## src/hw/adc_ctrl_pkg.sv

```systemverilog
// Constants, register map and state type for the converter control block
//
// Overview of operation
// Deep stop request shuts the converter down at once.
// After deep stop every register holds its reset value; software reconfigures.
// Config bit 7 selects low-power operation, lowering the allowed conversion clock.
// Config bits 6:5 set the clock divide ratio; 00 divides by one.
// Config bit 4 selects the long sample time.
// Config bits 3:2 select resolution; 10 means 10-bit conversions.
// Config bits 1:0 select the divider input clock; 00 is the bus clock.
// Trigger/compare bit 7 reads high while a conversion runs.
// Trigger/compare bit 6 selects software (0) or hardware (1) trigger.
// Trigger/compare bit 5 enables the automatic compare function.
// Trigger/compare bits 3:2 read zero; bits 1:0 reserved, write zero.
// Channel control bit 7 is a read-only completion flag.
// Channel control bit 6 enables the completion interrupt.
// Channel control bit 5 selects continuous conversions, else one per trigger.
// Channel control bits 4:0 select the input channel in binary.
// High byte read first blocks result overwrite until low byte is read.
// The compare value pair holds the threshold for the compare function.
// A set pin control bit disables digital I/O on that analog pin.
// A channel converts whether or not its pin control bit is set.
// Input at or beyond a reference gives full scale or zero code.
// Sample window is 3.5 conversion clocks, or 23.5 with long sample; the code rounds up to 4 and 24.
// Software writes config, then trigger/compare, then channel control last.
// Compare passes at or above threshold (greater set) or below it.
// Software-trigger write to channel control aborts and restarts a conversion.
package adc_ctrl_pkg;
  // ----------------------------------------
  // Register offsets
  // ----------------------------------------
  localparam int ADDR_W = 4;
  localparam logic [3:0] OFS_CHAN_CTRL = 4'h0;
  localparam logic [3:0] OFS_TRIG_CMP = 4'h1;
  localparam logic [3:0] OFS_RESULT_HI = 4'h2;
  localparam logic [3:0] OFS_RESULT_LO = 4'h3;
  localparam logic [3:0] OFS_CMP_HI = 4'h4;
  localparam logic [3:0] OFS_CMP_LO = 4'h5;
  localparam logic [3:0] OFS_CONFIG = 4'h6;
  localparam logic [3:0] OFS_PIN_LO = 4'h7;
  localparam logic [3:0] OFS_PIN_HI = 4'h8;
  // ----------------------------------------
  // Field positions
  // ----------------------------------------
  localparam int CFG_LOW_POWER = 7;
  localparam int CFG_DIV_MSB = 6;
  localparam int CFG_DIV_LSB = 5;
  localparam int CFG_LONG_SAMPLE = 4;
  localparam int CFG_MODE_MSB = 3;
  localparam int CFG_MODE_LSB = 2;
  localparam int CFG_CLK_MSB = 1;
  localparam int CFG_CLK_LSB = 0;
  localparam int TC_HW_TRIG = 6;
  localparam int TC_CMP_EN = 5;
  localparam int TC_CMP_GT = 4;
  localparam int CC_IRQ_EN = 6;
  localparam int CC_CONT = 5;
  localparam int CC_CHAN_MSB = 4;
  // ----------------------------------------
  // Encodings and reset values
  // ----------------------------------------
  localparam logic [1:0] MODE_10BIT = 2'h2;
  localparam logic [1:0] CLK_BUS = 2'h0;
  localparam logic [1:0] CLK_BUS_HALF = 2'h1;
  localparam logic [1:0] CLK_ALT = 2'h2;
  localparam logic [1:0] CLK_ASYNC = 2'h3;
  localparam logic [7:0] CONFIG_RST = 8'h00;
  localparam logic [4:0] CHAN_RST = 5'h00;
  localparam logic [7:0] PIN_RST = 8'h00;
  localparam logic [9:0] RESULT_RST = 10'h000;
  localparam logic [9:0] SAR_FIRST = 10'h200;
  localparam logic [9:0] LSB_MASK_10 = 10'h001;
  localparam logic [9:0] LSB_MASK_8 = 10'h004;
  // ----------------------------------------
  // Sample window, in half conversion clocks
  // ----------------------------------------
  localparam int SAMPLE_SHORT_HALF = 7;
  localparam int SAMPLE_LONG_HALF = 47;
  localparam logic [4:0] SAMPLE_SHORT_TICKS = 5'((SAMPLE_SHORT_HALF + 1) / 2);
  localparam logic [4:0] SAMPLE_LONG_TICKS = 5'((SAMPLE_LONG_HALF + 1) / 2);
  typedef enum logic [1:0] {ST_IDLE, ST_SAMPLE, ST_CONVERT} conv_state_t;
endpackage : adc_ctrl_pkg

```

## src/hw/conv_clock_div.sv

```systemverilog
// Conversion clock enable generator: source select and power-of-two divider
`timescale 1ns/1ps
`default_nettype none
module conv_clock_div (
  input wire logic mclk_i,
  input wire logic sys_rst_i,
  input wire logic clear_i,
  input wire logic [1:0] src_sel_i,
  input wire logic [1:0] div_sel_i,
  input wire logic alt_tick_i,
  input wire logic async_tick_i,
  output logic tick_o
);
  logic half_q;
  logic [2:0] cnt_q;
  logic src_en;
  logic [2:0] limit;

  always_comb begin
    case (src_sel_i)
      adc_ctrl_pkg::CLK_BUS: src_en = 1'b1;
      adc_ctrl_pkg::CLK_BUS_HALF: src_en = half_q;
      adc_ctrl_pkg::CLK_ALT: src_en = alt_tick_i;
      adc_ctrl_pkg::CLK_ASYNC: src_en = async_tick_i;
      default: src_en = 1'b1;
    endcase
  end

  // Ratio 1, 2, 4 or 8
  assign limit = 3'((4'h1 << div_sel_i) - 4'h1);

  always_ff @(posedge mclk_i or posedge sys_rst_i) begin
    if (sys_rst_i) begin
      half_q <= 1'b0;
    end else if (clear_i) begin
      half_q <= 1'b0;
    end else begin
      half_q <= ~half_q;
    end
  end

  // Clearing at start keeps the first sample window a full length
  always_ff @(posedge mclk_i or posedge sys_rst_i) begin
    if (sys_rst_i) begin
      cnt_q <= 3'h0;
    end else if (clear_i) begin
      cnt_q <= 3'h0;
    end else if (src_en) begin
      cnt_q <= (cnt_q == limit) ? 3'h0 : 3'(cnt_q + 3'h1);
    end
  end

  // Combinational so the first tick after a clear is not a bus cycle late
  assign tick_o = src_en && (cnt_q == limit);
endmodule : conv_clock_div
`default_nettype wire

```

## src/hw/sar_adc_control_regs.sv

```systemverilog
// Register file, sequencer and successive-approximation logic of the converter
//
// Design decisions made here: the address-and-strobe port and the register addresses.
`timescale 1ns/1ps
`default_nettype none
module sar_adc_control_regs #(
  parameter int PIN_COUNT = 16
) (
  input wire logic mclk_i,
  input wire logic sys_rst_i,
  input wire logic [3:0] addr_i,
  input wire logic [7:0] wr_data_i,
  input wire logic wr_en_i,
  input wire logic rd_en_i,
  output logic [7:0] rd_data_o,
  input wire logic deep_stop_i,
  input wire logic hw_trig_i,
  input wire logic alt_tick_i,
  input wire logic async_tick_i,
  input wire logic cmp_above_i,
  output logic [9:0] dac_code_o,
  output logic sample_o,
  output logic [4:0] channel_o,
  output logic [PIN_COUNT-1:0] pin_disable_o,
  output logic low_power_o,
  output logic irq_o
);
  // ----------------------------------------
  // Elaboration check
  // ----------------------------------------
  if (PIN_COUNT < 1 || PIN_COUNT > 16) begin : g_bad_pins
    $error("PIN_COUNT must be 1 to 16");
  end

  // ----------------------------------------
  // Registers and decode
  // ----------------------------------------
  logic [7:0] cfg_q;
  logic hw_trig_q;
  logic cmp_en_q;
  logic cmp_gt_q;
  logic done_q;
  logic irq_en_q;
  logic cont_q;
  logic [4:0] chan_q;
  logic [1:0] cmp_hi_q;
  logic [7:0] cmp_lo_q;
  logic [7:0] pin_lo_q;
  logic [7:0] pin_hi_q;
  logic [9:0] result_q;
  logic lock_q;
  logic sample_q;
  adc_ctrl_pkg::conv_state_t state_q;
  logic [4:0] cnt_q;
  logic [9:0] sar_q;
  logic [9:0] mask_q;
  logic tick;
  logic wr_chan;
  logic rd_hi;
  logic rd_lo;
  logic mode10;
  logic [4:0] sample_ticks;
  logic [9:0] sar_keep;
  logic [9:0] conv_code;
  logic [9:0] cmp_value;
  logic cmp_hit;
  logic start;
  logic finish;
  logic accept;

  assign wr_chan = wr_en_i && addr_i == adc_ctrl_pkg::OFS_CHAN_CTRL;
  assign rd_hi = rd_en_i && addr_i == adc_ctrl_pkg::OFS_RESULT_HI;
  assign rd_lo = rd_en_i && addr_i == adc_ctrl_pkg::OFS_RESULT_LO;
  assign mode10 = cfg_q[adc_ctrl_pkg::CFG_MODE_MSB:adc_ctrl_pkg::CFG_MODE_LSB]
                  == adc_ctrl_pkg::MODE_10BIT;
  assign sample_ticks = cfg_q[adc_ctrl_pkg::CFG_LONG_SAMPLE] ? adc_ctrl_pkg::SAMPLE_LONG_TICKS
                        : adc_ctrl_pkg::SAMPLE_SHORT_TICKS;
  assign cmp_value = {cmp_hi_q, cmp_lo_q};

  // ----------------------------------------
  // Conversion clock
  // ----------------------------------------
  conv_clock_div u_div (
    .mclk_i(mclk_i),
    .sys_rst_i(sys_rst_i),
    .clear_i(start),
    .src_sel_i(cfg_q[adc_ctrl_pkg::CFG_CLK_MSB:adc_ctrl_pkg::CFG_CLK_LSB]),
    .div_sel_i(cfg_q[adc_ctrl_pkg::CFG_DIV_MSB:adc_ctrl_pkg::CFG_DIV_LSB]),
    .alt_tick_i(alt_tick_i),
    .async_tick_i(async_tick_i),
    .tick_o(tick)
  );

  // ----------------------------------------
  // Approximation step and compare
  // ----------------------------------------
  // Comparator high means input at or above trial code; above the top
  // reference every step keeps its bit, so the code saturates at full scale
  assign sar_keep = cmp_above_i ? sar_q : (sar_q & ~mask_q);
  assign conv_code = mode10 ? sar_keep : {2'h0, sar_keep[9:2]};
  assign finish = state_q == adc_ctrl_pkg::ST_CONVERT && tick
                  && mask_q == (mode10 ? adc_ctrl_pkg::LSB_MASK_10 : adc_ctrl_pkg::LSB_MASK_8);
  assign cmp_hit = !cmp_en_q || (cmp_gt_q ? (conv_code >= cmp_value)
                                          : (conv_code < cmp_value)); // see R10
  // A blocked pair drops the new result instead of tearing it
  assign accept = finish && cmp_hit && !lock_q && !rd_hi;
  assign start = !deep_stop_i && ((wr_chan && !hw_trig_q)
                 || (hw_trig_q && hw_trig_i && state_q == adc_ctrl_pkg::ST_IDLE)
                 || (finish && cont_q && !wr_chan));

  // ----------------------------------------
  // Sequencer
  // ----------------------------------------
  // Channel choice ignores pin control, so an unreleased pin still converts
  always_ff @(posedge mclk_i or posedge sys_rst_i) begin
    if (sys_rst_i) begin
      state_q <= adc_ctrl_pkg::ST_IDLE;
      cnt_q <= 5'h00;
      sample_q <= 1'b0;
    end else if (deep_stop_i) begin
      state_q <= adc_ctrl_pkg::ST_IDLE;
      cnt_q <= 5'h00;
      sample_q <= 1'b0;
    end else if (start) begin
      state_q <= adc_ctrl_pkg::ST_SAMPLE;
      cnt_q <= 5'h00;
      sample_q <= 1'b1;
    end else if (wr_chan) begin
      state_q <= adc_ctrl_pkg::ST_IDLE;
      sample_q <= 1'b0;
    end else begin
      case (state_q)
        adc_ctrl_pkg::ST_IDLE: begin
          sample_q <= 1'b0;
        end
        adc_ctrl_pkg::ST_SAMPLE: begin
          if (tick) begin
            if (5'(cnt_q + 5'h01) == sample_ticks) begin
              state_q <= adc_ctrl_pkg::ST_CONVERT;
              sample_q <= 1'b0;
            end
            cnt_q <= 5'(cnt_q + 5'h01);
          end
        end
        adc_ctrl_pkg::ST_CONVERT: begin
          if (finish) begin
            state_q <= adc_ctrl_pkg::ST_IDLE;
          end
        end
        default: begin
          state_q <= adc_ctrl_pkg::ST_IDLE;
        end
      endcase
    end
  end

  always_ff @(posedge mclk_i or posedge sys_rst_i) begin
    if (sys_rst_i) begin
      sar_q <= adc_ctrl_pkg::SAR_FIRST;
      mask_q <= adc_ctrl_pkg::SAR_FIRST;
    end else if (state_q != adc_ctrl_pkg::ST_CONVERT || deep_stop_i) begin
      sar_q <= adc_ctrl_pkg::SAR_FIRST;
      mask_q <= adc_ctrl_pkg::SAR_FIRST;
    end else if (tick) begin
      sar_q <= sar_keep | (mask_q >> 1);
      mask_q <= mask_q >> 1;
    end
  end

  // ----------------------------------------
  // Result, completion flag and read lock
  // ----------------------------------------
  always_ff @(posedge mclk_i or posedge sys_rst_i) begin
    if (sys_rst_i) begin
      result_q <= adc_ctrl_pkg::RESULT_RST;
      done_q <= 1'b0;
      lock_q <= 1'b0;
    end else if (deep_stop_i) begin
      result_q <= adc_ctrl_pkg::RESULT_RST;
      done_q <= 1'b0;
      lock_q <= 1'b0;
    end else begin
      if (accept) begin
        result_q <= conv_code;
      end
      // Completion wins over a clear in the same cycle
      if (accept) begin
        done_q <= 1'b1;
      end else if (wr_chan || rd_lo) begin
        done_q <= 1'b0;
      end
      if (rd_hi) begin
        lock_q <= 1'b1;
      end else if (rd_lo) begin
        lock_q <= 1'b0;
      end
    end
  end

  // ----------------------------------------
  // Software registers
  // ----------------------------------------
  always_ff @(posedge mclk_i or posedge sys_rst_i) begin
    if (sys_rst_i) begin
      cfg_q <= adc_ctrl_pkg::CONFIG_RST;
      hw_trig_q <= 1'b0;
      cmp_en_q <= 1'b0;
      cmp_gt_q <= 1'b0;
      irq_en_q <= 1'b0;
      cont_q <= 1'b0;
      chan_q <= adc_ctrl_pkg::CHAN_RST;
      cmp_hi_q <= 2'h0;
      cmp_lo_q <= 8'h00;
      pin_lo_q <= adc_ctrl_pkg::PIN_RST;
      pin_hi_q <= adc_ctrl_pkg::PIN_RST;
    end else if (deep_stop_i) begin
      cfg_q <= adc_ctrl_pkg::CONFIG_RST;
      hw_trig_q <= 1'b0;
      cmp_en_q <= 1'b0;
      cmp_gt_q <= 1'b0;
      irq_en_q <= 1'b0;
      cont_q <= 1'b0;
      chan_q <= adc_ctrl_pkg::CHAN_RST;
      cmp_hi_q <= 2'h0;
      cmp_lo_q <= 8'h00;
      pin_lo_q <= adc_ctrl_pkg::PIN_RST;
      pin_hi_q <= adc_ctrl_pkg::PIN_RST;
    end else if (wr_en_i) begin
      case (addr_i)
        adc_ctrl_pkg::OFS_CONFIG: cfg_q <= wr_data_i; // see R3 see R4
        adc_ctrl_pkg::OFS_TRIG_CMP: begin
          hw_trig_q <= wr_data_i[adc_ctrl_pkg::TC_HW_TRIG];
          cmp_en_q <= wr_data_i[adc_ctrl_pkg::TC_CMP_EN];
          cmp_gt_q <= wr_data_i[adc_ctrl_pkg::TC_CMP_GT];
        end
        adc_ctrl_pkg::OFS_CHAN_CTRL: begin
          irq_en_q <= wr_data_i[adc_ctrl_pkg::CC_IRQ_EN];
          cont_q <= wr_data_i[adc_ctrl_pkg::CC_CONT];
          chan_q <= wr_data_i[adc_ctrl_pkg::CC_CHAN_MSB:0];
        end
        adc_ctrl_pkg::OFS_CMP_HI: cmp_hi_q <= wr_data_i[1:0];
        adc_ctrl_pkg::OFS_CMP_LO: cmp_lo_q <= wr_data_i;
        adc_ctrl_pkg::OFS_PIN_LO: pin_lo_q <= wr_data_i;
        adc_ctrl_pkg::OFS_PIN_HI: pin_hi_q <= wr_data_i;
        default: begin
        end
      endcase
    end
  end

  // ----------------------------------------
  // Read port and outputs
  // ----------------------------------------
  always_ff @(posedge mclk_i or posedge sys_rst_i) begin
    if (sys_rst_i) begin
      rd_data_o <= 8'h00;
    end else if (rd_en_i) begin
      case (addr_i)
        adc_ctrl_pkg::OFS_CHAN_CTRL: rd_data_o <= {done_q, irq_en_q, cont_q, chan_q};
        adc_ctrl_pkg::OFS_TRIG_CMP:
          rd_data_o <= {state_q != adc_ctrl_pkg::ST_IDLE, hw_trig_q, cmp_en_q, cmp_gt_q,
                        4'h0}; // see R8
        adc_ctrl_pkg::OFS_RESULT_HI: rd_data_o <= {6'h00, result_q[9:8]};
        adc_ctrl_pkg::OFS_RESULT_LO: rd_data_o <= result_q[7:0];
        adc_ctrl_pkg::OFS_CMP_HI: rd_data_o <= {6'h00, cmp_hi_q};
        adc_ctrl_pkg::OFS_CMP_LO: rd_data_o <= cmp_lo_q;
        adc_ctrl_pkg::OFS_CONFIG: rd_data_o <= cfg_q;
        adc_ctrl_pkg::OFS_PIN_LO: rd_data_o <= pin_lo_q;
        adc_ctrl_pkg::OFS_PIN_HI: rd_data_o <= pin_hi_q;
        default: rd_data_o <= 8'h00;
      endcase
    end else begin
      rd_data_o <= 8'h00;
    end
  end

  always_ff @(posedge mclk_i or posedge sys_rst_i) begin
    if (sys_rst_i) begin
      irq_o <= 1'b0;
    end else begin
      irq_o <= done_q && irq_en_q && !deep_stop_i;
    end
  end

  assign dac_code_o = sar_q;
  assign sample_o = sample_q;
  assign channel_o = chan_q;
  assign low_power_o = cfg_q[adc_ctrl_pkg::CFG_LOW_POWER];
  assign pin_disable_o = PIN_COUNT'({pin_hi_q, pin_lo_q});
endmodule : sar_adc_control_regs
`default_nettype wire
```

## config.mk

```make
export PLATFORM = sky130hd
export DESIGN_NAME = sar_adc_control_regs
export DESIGN_NICKNAME = d
export VERILOG_FILES = /design/src/hw/adc_ctrl_pkg.sv /design/src/hw/conv_clock_div.sv /design/src/hw/sar_adc_control_regs.sv
export SDC_FILE = /design/constraint.sdc
export NUM_CORES = 1
export LEC_CHECK = 0
export ABC_AREA = 0
export BUFFER_PORTS_ARGS = -buffer_cell sky130_fd_sc_hd__buf_2
export CAP_MARGIN = 20
export CORE_ASPECT_RATIO = 0.8
export CORE_UTILIZATION = 56
export DETAILED_ROUTE_END_ITERATION = 8
export PLACE_DENSITY = 0.77
export RECOVER_POWER = 100
export SYNTH_ARGS = -nofsm -noshare
export SYNTH_HDL_FRONTEND = slang
export SYNTH_HIERARCHICAL = 1
export SYNTH_SLANG_ARGS = --single-unit
```

## constraint.sdc

```tcl
create_clock -name mclk_i -period 3.8 [get_ports mclk_i]
set_clock_uncertainty 0.15 [all_clocks]
set_input_delay 0.38 -clock mclk_i [delete_from_list [all_inputs] [get_ports mclk_i]]
set_output_delay 0.38 -clock mclk_i [all_outputs]
set_load 0.005 [all_outputs]
```

==> impl_metrics.yaml <==
cts:
  clk_latency_ns: 0.35
  cts_tree: "done"
  postCtsSetupRepairBufs: 0
  cts_root_buf: "clkbuf_16"
  clock_sinks: 97
  numCtsBuffers: 9
  ctsHtreeMaxLevel: 3
  cts.clk_slew.worst_paths_ns: 0.06
  ctsLongestPathBuffers: 2
routing:
  via_per_inst: 6.09
  dr.pass1.iters: 5
  wl_um: 13600
  vias: 4538
  first_iter_violations: 414
  wl_per_cell_um: 18.3
  ant_nets: 0
  remaining_drc_errors: 0
timing:
  worstMarginPinSlew_ns: 2.56
  setup_tns_ns: 0
  max_freq_mhz: 296
  drv_slew: 148
  holdWs_ns: 0.172
  rsz0062_at_grt: "false"
  setup_viol: 0
  post-route-period-util_pct: 89.0
  max-slew-margin-rel_pct: -70.8
  final-hold-violation-count: 0
  fin_crit_ns: 3.38
die:
  io_pins: 63
  die_h_um: 89.1
  initial_utilization_pct: 58.3
  core_um2: 9110
  num_rows: 31
  die_w_um: 111
  die_area_um2: 9880
yosys:
  synth.most_common_cell: "nand2_1"
  synth_nets: 612
  syn_inst: 579
  ys_top_cells_by_area: "dfrtp_1, mux2i_1, nand2_1"
  ys_ff_latch: 97
  synth_cell_types: 61
  synth_ff_type: "dfrtp_1"
  syn_avg_cell_area_um2: 9.17
  ys_seq_area_share_pct: 45.7
  netlist_area_um2: 5310
  synth_top_area_share_pct: 44.8
  synth_commonest_cells: "nand2_1, dfrtp_1, nor2_1"
  yosys.area.top_type: "dfrtp_1"
  async_flop_share_pct: 100
  synth-edff-count: 0
  yosys_warnings: 6
power:
  cellPowerDensity_nw_per_um2: 404
  seqPwrFrac_pct: 45.4
  netSwitchingFraction_pct: 27.5
  p_int_mw: 1.73
  vdd_drop_max_mv: 0.319
  power.leakage_nw: 2.62
  comb_power_share_pct: 13.6
  p_clk_share_pct: 40.9
  p_switching_mw: 0.657
critical_path:
  r2r-start: "cfg_q[3]"
  end_kind: "register"
  setup.worst_path.start_class: "input pin"
  critical_path_arrival_ns: 3.46
  r2r_cells: 11
  worstPathRequired_ns: 3.88
  worst-path-max-fanout: 60
  crit_type: "input pin to register"
  r2r_slack_ns: 0.43
  r2r_end: "result_q[6]"
global_routing:
  grt_use_total_pct: 28.8
  grt_pass1_wl_um: 21900
  grt_max_degree: 87
  antenna_found_initial: 0
  overflow: 0
  grt_pass1_vias: 4096
min_path:
  min_path_cells: 3
  holdCritStartpoint: "rd_en_i"
  hold_end: "rd_data_o[4]"
  hold_class: "input pin to register"
layout:
  drive_gt1_share_pct: 12.9
  layout.nets: 658
  n_antenna_cell: 0
  fin_area_um2: 5930
  syn2layout_area_growth_pct: 11.6
placed_design:
  port_buffers: 62
  gp_routability_congestion: 0.924
  placed_area_um2: 5660
  place_hpwl_um: 9700
outcome:
  status: "finished with violations"
  violations: "max-capacitance violations, max-slew violations"
job:
  cap_violations: 2
-- worst max-delay path, cell delays in order --
cell and delay [ns]:
clkbuf_1 0.43, clkbuf_1 1.88, nor4_1 0.32, mux2_1 0.44
-- power groups by stage --
stage	Combinational (mW)	Sequential, mW	Clock, mW
after detailed placement	0.321	1.11	0
after CTS	0.325	1.09	0.983
after global placement	0.310	1.10	0
final	0.326	1.09	0.980
after floorplan	0.221	1.10	0
after global routing	0.358	1.09	1.02
-- through the flow --
| step | setup slack, ns | instances | total power [mW] | utilization, % |
|---|---|---|---|---|
| floorplan | 0.520 | 579 | 1.32 | - |
| global placement | 0.481 | 728 | 1.41 | 62.1 |
| detailed placement | 0.373 | 728 | 1.43 | 62.1 |
| CTS | 0.257 | 745 | 2.39 | 65.8 |
| global route | 0.163 | 745 | 2.47 | 65.0 |
| finish | 0.419 | 745 | 2.39 | 65.0 |
-- metal layers --
layer	track usage (%)	wire (um)	vias up
met5	0	0	-
met4	10.3	279	0
met3	5.36	964	21
met2	44.8	6170	178
met1	40.8	6210	2237
li1	-	-	2102
-- placed cells by master (no fill, tap or decap), drive strengths merged, types with 3 or more instances in the layout --
cell	count
a21oi	53
inv	20
or3	5
a31oi	5
mux2i	41
nor2	60
ha	12
mux2	16
nand2	101
nand4	3
and3	6
nor3	10
o21ai	11
dfrtp	95
nor4	10
clkbuf	30
nor2b	16
xnor2	3
clkinvlp	4
and2	3
nor4b	3
a22oi	5
buf	46
a22o	5
nand3	16
nand2b	12
-- cells by family after synthesis --
group / after synthesis / share of synthesized area [%]
AND/OR/NAND/NOR: 254 / 22.4
AO/OA/AOI/OAI: 101 / 11.9
adder cells (fa/ha/maj): 12 / 2.83
XOR/XNOR: 5 / 0.825
flip-flops: 97 / 45.7
multiplexers: 58 / 12.1
buffers and inverters: 52 / 4.15
-- area by class of cell --
cell class                      instances  area, um^2
Sequential cell                        97        2430
Clock inverter                          6        91.3
Timing Repair Buffer                   67         320
Inverter                               20        76.3
Multi-Input combinational cell        430        2640
Fill cell                             726        3190
Clock buffer                           10         229
Tap cell                              115         144
-- state kept, by name, summed over array words and instances, names as in the netlist, 3 cells and up --
signal	flops
u_div/cnt_q	3
result_q	10
pin_lo_q	8
cfg_q	8
cnt_q	5
mask_q	10
dac_code_o	10
rd_data_o	8
channel_o	5
pin_hi_q	8
cmp_lo_q	8
-- how the worst max path moves through the flow --
| stage | start | endpoint | slack, ns | cells after the start |
|---|---|---|---|---|
| after floorplan | cfg_q[2] | result_q[0] | 0.52 | 13 |
| after global placement | cfg_q[2] | result_q[0] | 0.48 | 10 |
| after detailed placement | cfg_q[2] | result_q[7] | 0.37 | 10 |
| after CTS | cfg_q[2] | result_q[7] | 0.26 | 10 |
| after global routing | deep_stop_i | result_q[6] | 0.16 | 4 |
| final | deep_stop_i | result_q[6] | 0.42 | 4 |
-- repair_timing --
item / in CTS / in global routing
endpoints found under the hold margin: 11 / 0
hold buffers: 1 / 0
gates resized for setup: 0 / 1
endpoints found under the setup margin: 0 / 1
No activity file was read; power rests on OpenSTA's default activity.
